File: src/bst_consts.svh
// timing-free constants for the bit/shift/transfer execution unit
// assumes inclusion by bare name from the package or the unit
`ifndef BST_CONSTS_SVH
`define BST_CONSTS_SVH
`define BST_DATA_W 8
`define BST_FLAG_C 0
`define BST_FLAG_Z 1
`define BST_FLAG_N 2
`define BST_FLAG_V 3
`define BST_FLAG_S 4
`define BST_FLAG_H 5
`define BST_FLAG_T 6
`define BST_FLAG_I 7
`define BST_FLAGS_RESET 8'h00
`define BST_OP_W 5
`endif

File: src/bst_pkg.sv
// types shared by the bit/shift/transfer execution unit
// assumes bst_consts.svh is on the include path
package bst_pkg;
`include "bst_consts.svh"
	typedef enum logic [`BST_OP_W-1:0] {
		BST_OP_NONE = 5'h00,
		BST_OP_PORT_READ = 5'h01,
		BST_OP_PORT_WRITE = 5'h02,
		BST_OP_PUSH = 5'h03,
		BST_OP_POP = 5'h04,
		BST_OP_IO_BIT_SET = 5'h05,
		BST_OP_IO_BIT_CLEAR = 5'h06,
		BST_OP_SHL = 5'h07,
		BST_OP_SHR = 5'h08,
		BST_OP_ROL = 5'h09,
		BST_OP_ROR = 5'h0A,
		BST_OP_ASR = 5'h0B,
		BST_OP_SWAP = 5'h0C,
		BST_OP_STATUS_SET = 5'h0D,
		BST_OP_STATUS_CLEAR = 5'h0E,
		BST_OP_BIT_TO_FLAG = 5'h0F,
		BST_OP_FLAG_TO_BIT = 5'h10,
		BST_OP_CARRY_SET = 5'h11,
		BST_OP_CARRY_CLEAR = 5'h12,
		BST_OP_NEG_SET = 5'h13,
		BST_OP_NEG_CLEAR = 5'h14
	} bst_op_t;
endpackage

File: src/bst_exec.sv
// execution unit for transfer, bit and shift/rotate operations
// assumes a decoder on clk_sys presents one op per cycle with op_valid
// and a register file that takes result back while result_we pulses
//
// Overview of operation
// - Port read loads the I/O value; port write sends the source out.
// - Push stores the source on the stack; pop loads the stack top.
// - I/O bit set forces the chosen I/O bit to one, bit clear to zero.
// - Logical left shift moves bits up and loads zero into bit 0.
// - Logical right shift moves bits down and loads zero into bit 7.
// - Rotate left puts old carry into bit 0 and old bit 7 into carry.
// - Rotate right puts old carry into bit 7 and old bit 0 into carry.
// - Arithmetic right shift moves bits down while bit 7 keeps its value.
// - Nibble swap exchanges the low and high four bits at once.
// - Status set forces the chosen flag to one, status clear to zero.
// - Bit store copies a source bit to the copy flag, bit load reverses.
// - Carry set forces carry to one, carry clear forces it to zero.
// - Negative set forces negative to one, negative clear to zero.
// - Shifts and rotates update Z, C, N, V and S; transfers and swap do not.
`timescale 1ns/1ps
`include "bst_consts.svh"
module bst_exec import bst_pkg::*; #(
	parameter int DATA_W = `BST_DATA_W
) (
	input wire logic clk_sys, // core clock
	input wire logic rst_n, // synchronous reset, active low
	input wire logic op_valid, // one-cycle op strobe
	input wire bst_op_t op_code, // operation select
	input wire logic [DATA_W-1:0] dest_val, // destination register value
	input wire logic [DATA_W-1:0] source_reg, // source register value
	input wire logic [DATA_W-1:0] io_rd_data, // addressed I/O location
	input wire logic [DATA_W-1:0] stack_rd_data, // top of stack
	input wire logic [2:0] bit_sel, // bit or flag select
	output logic [DATA_W-1:0] result, // value for destination register
	output logic result_we, // result write pulse
	output logic [DATA_W-1:0] io_wr_data, // value for I/O location
	output logic io_we, // I/O write pulse
	output logic [DATA_W-1:0] stack_wr_data, // value pushed
	output logic stack_push, // push pulse
	output logic stack_pop, // pop pulse
	output logic [7:0] status_flags_reg // status flags
);
	// ***************************************
	// next-state computation
	// ***************************************
	logic [DATA_W-1:0] next_result;
	logic next_result_we;
	logic [DATA_W-1:0] next_io_wr_data;
	logic next_io_we;
	logic [DATA_W-1:0] next_stack_wr_data;
	logic next_stack_push;
	logic next_stack_pop;
	logic [7:0] next_flags;
	logic [DATA_W-1:0] bit_mask;
	logic [DATA_W-1:0] shift_res;
	logic shift_c;
	logic shift_op;
	logic carry_in;

	// ***************************************
	// one-hot bit select
	// ***************************************
	// a mask picks one bit; the other bits pass from io_rd_data into the write path unchanged
	genvar gi;
	generate
		for (gi = 0; gi < DATA_W; gi = gi + 1) begin : g_mask
			assign bit_mask[gi] = (bit_sel == 3'(gi));
		end
	endgenerate

	// ***************************************
	// shift and rotate unit
	// ***************************************
	// decoded from op_code alone; op_valid gates its use further down
	always_comb begin
		carry_in = status_flags_reg[`BST_FLAG_C];
		shift_res = dest_val;
		shift_c = 1'b0;
		shift_op = 1'b1;
		case (op_code)
			BST_OP_SHL: begin
				shift_res = {dest_val[DATA_W-2:0], 1'b0};
				shift_c = dest_val[DATA_W-1];
			end
			BST_OP_SHR: begin
				shift_res = {1'b0, dest_val[DATA_W-1:1]};
				shift_c = dest_val[0];
			end
			BST_OP_ROL: begin
				shift_res = {dest_val[DATA_W-2:0], carry_in};
				shift_c = dest_val[DATA_W-1];
			end
			BST_OP_ROR: begin
				shift_res = {carry_in, dest_val[DATA_W-1:1]};
				shift_c = dest_val[0];
			end
			BST_OP_ASR: begin
				shift_res = {dest_val[DATA_W-1], dest_val[DATA_W-1:1]};
				shift_c = dest_val[0];
			end
			default: shift_op = 1'b0;
		endcase
	end

	// ***************************************
	// op decode
	// ***************************************
	// defaults hold the data outputs and drop every pulse
	always_comb begin
		logic [DATA_W-1:0] r;
		r = dest_val;
		next_result = result;
		next_result_we = 1'b0;
		next_io_wr_data = io_wr_data;
		next_io_we = 1'b0;
		next_stack_wr_data = stack_wr_data;
		next_stack_push = 1'b0;
		next_stack_pop = 1'b0;
		next_flags = status_flags_reg;
		if (op_valid) begin
			case (op_code)
				BST_OP_PORT_READ: begin
					r = io_rd_data;
					next_result_we = 1'b1;
				end
				BST_OP_PORT_WRITE: begin
					next_io_wr_data = source_reg;
					next_io_we = 1'b1;
				end
				BST_OP_PUSH: begin
					next_stack_wr_data = source_reg;
					next_stack_push = 1'b1;
				end
				BST_OP_POP: begin
					r = stack_rd_data;
					next_stack_pop = 1'b1;
					next_result_we = 1'b1;
				end
				BST_OP_IO_BIT_SET: begin
					next_io_wr_data = io_rd_data | bit_mask;
					next_io_we = 1'b1;
				end
				BST_OP_IO_BIT_CLEAR: begin
					next_io_wr_data = io_rd_data & ~bit_mask;
					next_io_we = 1'b1;
				end
				BST_OP_SHL, BST_OP_SHR, BST_OP_ROL, BST_OP_ROR,
				BST_OP_ASR: begin
					r = shift_res;
					next_result_we = 1'b1;
				end
				BST_OP_SWAP: begin
					r = {dest_val[3:0], dest_val[7:4]};
					next_result_we = 1'b1;
				end
				BST_OP_STATUS_SET: begin
					next_flags[bit_sel] = 1'b1;
				end
				BST_OP_STATUS_CLEAR: begin
					next_flags[bit_sel] = 1'b0;
				end
				BST_OP_BIT_TO_FLAG: begin
					next_flags[`BST_FLAG_T] = source_reg[bit_sel];
				end
				BST_OP_FLAG_TO_BIT: begin
					r[bit_sel] = status_flags_reg[`BST_FLAG_T];
					next_result_we = 1'b1;
				end
				BST_OP_CARRY_SET: begin
					next_flags[`BST_FLAG_C] = 1'b1;
				end
				BST_OP_CARRY_CLEAR: begin
					next_flags[`BST_FLAG_C] = 1'b0;
				end
				BST_OP_NEG_SET: begin
					next_flags[`BST_FLAG_N] = 1'b1;
				end
				BST_OP_NEG_CLEAR: begin
					next_flags[`BST_FLAG_N] = 1'b0;
				end
				default: begin
				end
			endcase
			if (shift_op) begin
				// v = n xor c, s = n xor v as the core defines them
				next_flags[`BST_FLAG_C] = shift_c;
				next_flags[`BST_FLAG_Z] = (shift_res == '0);
				next_flags[`BST_FLAG_N] = shift_res[DATA_W-1];
				next_flags[`BST_FLAG_V] = shift_res[DATA_W-1] ^ shift_c;
				next_flags[`BST_FLAG_S] = shift_c;
			end
			if (next_result_we) begin
				next_result = r;
			end
		end
	end

	// ***************************************
	// registers
	// ***************************************
	always_ff @(posedge clk_sys) begin
		if (!rst_n) begin
			result <= '0;
			result_we <= 1'b0;
			io_wr_data <= '0;
			io_we <= 1'b0;
			stack_wr_data <= '0;
			stack_push <= 1'b0;
			stack_pop <= 1'b0;
			status_flags_reg <= `BST_FLAGS_RESET;
		end else begin
			result <= next_result;
			result_we <= next_result_we;
			io_wr_data <= next_io_wr_data;
			io_we <= next_io_we;
			stack_wr_data <= next_stack_wr_data;
			stack_push <= next_stack_push;
			stack_pop <= next_stack_pop;
			status_flags_reg <= next_flags;
		end
	end
endmodule

File: config.mk
export PLATFORM = sky130hd
export DESIGN_NAME = bst_exec
export DESIGN_NICKNAME = d
export VERILOG_FILES = /design/src/bst_pkg.sv /design/src/bst_exec.sv
export VERILOG_INCLUDE_DIRS = /design/src
export SDC_FILE = /design/constraint.sdc
export NUM_CORES = 1
export LEC_CHECK = 0
export BUFFER_PORTS_ARGS = -buffer_cell sky130_fd_sc_hd__buf_2
export CORE_MARGIN = 5
export CORE_UTILIZATION = 23
export DETAILED_ROUTE_END_ITERATION = 10
export GPL_TIMING_DRIVEN = 1
export PLACE_DENSITY_LB_ADDON = 0.3
export SETUP_SLACK_MARGIN = 0.02
export SYNTH_ARGS = -nofsm -noshare
export SYNTH_HDL_FRONTEND = slang
export SYNTH_SLANG_ARGS = --single-unit
export TNS_END_PERCENT = 30
File: constraint.sdc
create_clock -name clk_sys -period 2.3 [get_ports clk_sys]
set_clock_uncertainty 0.1 [all_clocks]
set_input_delay 0.23 -clock clk_sys [delete_from_list [all_inputs] [get_ports clk_sys]]
set_output_delay 0.23 -clock clk_sys [all_outputs]
set_load 0.01 [all_outputs]
==> out/results.ini <==
[clock_tree]
cts_resized=0
path_clk_slew_ns=0.08
hold_buffers=0
cts_tree=done
clock_path_buffers=2
cts.root.buffer_cell=clkbuf_8
cts_htree_levels=2
clk_latency_ns=0.30
cts_setup_buffers=0
cts_inserted_buffers=5
cts_sinks=36

[status]
status=completed

[timing]
whs_ns=0.113
fmax_mhz=521
finalSetupTns_ns=0
setup_viol=0
hold_viol=0
post-route-period-util_pct=83.5
worstMarginPinSlew_ns=0.675
final-max-slew-violation-count=0
period_needed_ns=1.92
rsz0062_at_grt=false
slew_headroom_pct=55.0

[finish]
diodes=0
n_fill_cell=1210
drive_gt1_share_pct=30.2
nets=416
synthToLayoutAreaGrowth_pct=23.4

[pwr]
max-vdd-ir-drop_mv=0.215
leakage_nw=1.35
p_comb_share_pct=22.4
p_int_mw=1.02
p_clk_share_pct=33.6
seq_power_share_pct=44.0
p_sw_uw=466
p_per_area_mw_per_mm2=467
switching_share_pct=31.4

[yosys]
synthCells=305
ys_ff_latch=36
seq_area_frac_synth_pct=28.0
synth.area.top_cells=dfxtp_1 (28%), mux2i_1 (10%), a22o_1 (6.8%), o21ai_0 (4.9%), a21oi_1 (4.3%)
synth_edf_count=0
synth_top_cell_area_share_pct=28.0
async_flop_share_pct=0
syn_area_mm2=0.00257
synth_cell_type_count=60
syn_area_per_cell_um2=8.43
yosys.area.top_type=dfxtp_1
syn_nets=348
ys_warn_count=0
synth_ff_type=dfxtp_1

[run]
drv_cap=0

[route]
drt_iter0_markers=171
wl_per_cell_um=18.6
ant_nets=0
vias=2681
drt_wl_total_um=9560
post-route-drc-count=0
viasPerCell=5.22
drt_pass1_iterations=4

[grt]
grt_util_all_layers_pct=14.4
grt_pass1_wl_um=15000
grt_pass1_vias=2730
grt-ovfl-total=0
antenna_found_initial=0
grt_max_degree=24

[critical_path]
crit_start=op_code[2]
r2r_slack_ns=0.59
cp-end-kind=flip-flop
reg2regPathDepth=6
critical_path.max_fanout=23
crit_arrival_ns=1.98
crit_end=result[5]$_SDFFE_PN0P_
critPathKind=in2reg
start_kind=input pin
regToRegStartpoint=status_flags_reg[0]$_SDFFE_PN0P_
crit_required_ns=2.36

[die]
die_w_um=116
dieArea_mm2=0.0134
pin_count=79
die_y_um=116
rows=38
initial_core_util_pct=23.6
design.core.area_mm2=0.0109

[worst_hold_path]
hold_start=source_reg[6]
min_path_type=in2reg

[placed_design]
gp_congestion=0.885
dp_hpwl_um=7360
port_buffers=78

-- cell type report --
class	instances	area, um2	share of cell area (%)
Timing Repair Buffer	92	495	15.6
Inverter	5	18.8	0.591
Multi-Input combinational cell	233	1670	52.5
Clock inverter	2	15.0	0.473
Tap cell	140	175	5.52
Clock buffer	6	82.6	2.60
Sequential cell	36	721	22.7
-- power by group through the flow --
stage / Combinational [mW] / Clock, mW / Sequential [mW]
floorplan: 0.194 / 0 / 0.674
global placement: 0.331 / 0 / 0.668
detailed placement: 0.330 / 0 / 0.668
CTS: 0.332 / 0.515 / 0.653
global route: 0.365 / 0.546 / 0.656
finish: 0.332 / 0.498 / 0.653
-- synth_stat cells (5+ instances only) --
cell	n
mux2i_1	26
buf_2	12
clkbuf_1	11
dfxtp_1	36
a31oi_1	6
inv_1	5
nand2b_1	6
nand3b_1	5
and3_1	8
nor3b_1	5
a22o_1	20
o21ai_0	25
a21oi_1	22
nor3_1	5
and3b_1	5
a2111oi_0	5
nor2_1	22
nand2_1	12
-- layout by cell type (no fill, tap or decap), types with 3 or more instances in the layout --
master     instances
buf_2             78
dfxtp_1           36
mux2i_1           26
o21ai_0           25
nor2_1            22
a21oi_1           22
a22o_1            20
buf_4             14
nand2_1           12
and3_1             8
nand2b_1           6
a31oi_1            6
clkbuf_8           6
inv_1              5
and3b_1            5
nor3b_1            5
nor3_1             5
nand3b_1           5
a2111oi_0          5
nor4b_1            4
nand4b_1           3
nand3_1            3
and2_1             3
-- kinds of logic (layout without fill, tap and decap cells) --
family,after synthesis,after routing,synth area share [%]
AO/OA/AOI/OAI,108,108,29.6
AND/OR/NAND/NOR,96,96,22.7
flip-flops,36,36,28.0
buffers and inverters,36,105,7.45
multiplexers,28,28,11.9
XOR/XNOR,1,1,0.341
-- through the flow --
stage	instance area, um2	setup slack [ns]	power [mW]	utilization, %	cells
floorplan	2570	0.535	0.868	-	305
CTS	3170	0.437	1.50	29.1	514
detailed placement	3080	0.122	0.998	28.2	506
finish	3170	0.380	1.48	29.1	514
global placement	3080	0.103	0.999	28.2	506
global route	3170	0.239	1.57	29.1	514
-- how the worst min path moves through the flow --
stage,endpoint,slack (ns),cells after the start
after floorplan,result[3]$_SDFFE_PN0P_,0.27,2
after global placement,io_wr_data[6]$_SDFFE_PN0P_,0.36,1
after detailed placement,io_wr_data[7]$_SDFFE_PN0P_,0.36,1
after CTS,stack_wr_data[6]$_SDFFE_PN0P_,0.10,3
after global routing,stack_wr_data[2]$_SDFFE_PN0P_,0.12,3
final,stack_wr_data[6]$_SDFFE_PN0P_,0.11,3
-- critical path, cell delays in order --
cell and delay, ns:
buf_2 0.36, inv_1 0.22, and3_1 0.28, a22o_1 0.26, a2111oi_0 0.49, a21oi_1 0.13
-- metal layers --
metal	global-route usage [%]	share of wire [%]
met1	19.9	45
met4	2.71	0.69
met5	0	0
met3	3.92	7.2
met2	22.8	47
(Power assumes the default switching activity.)
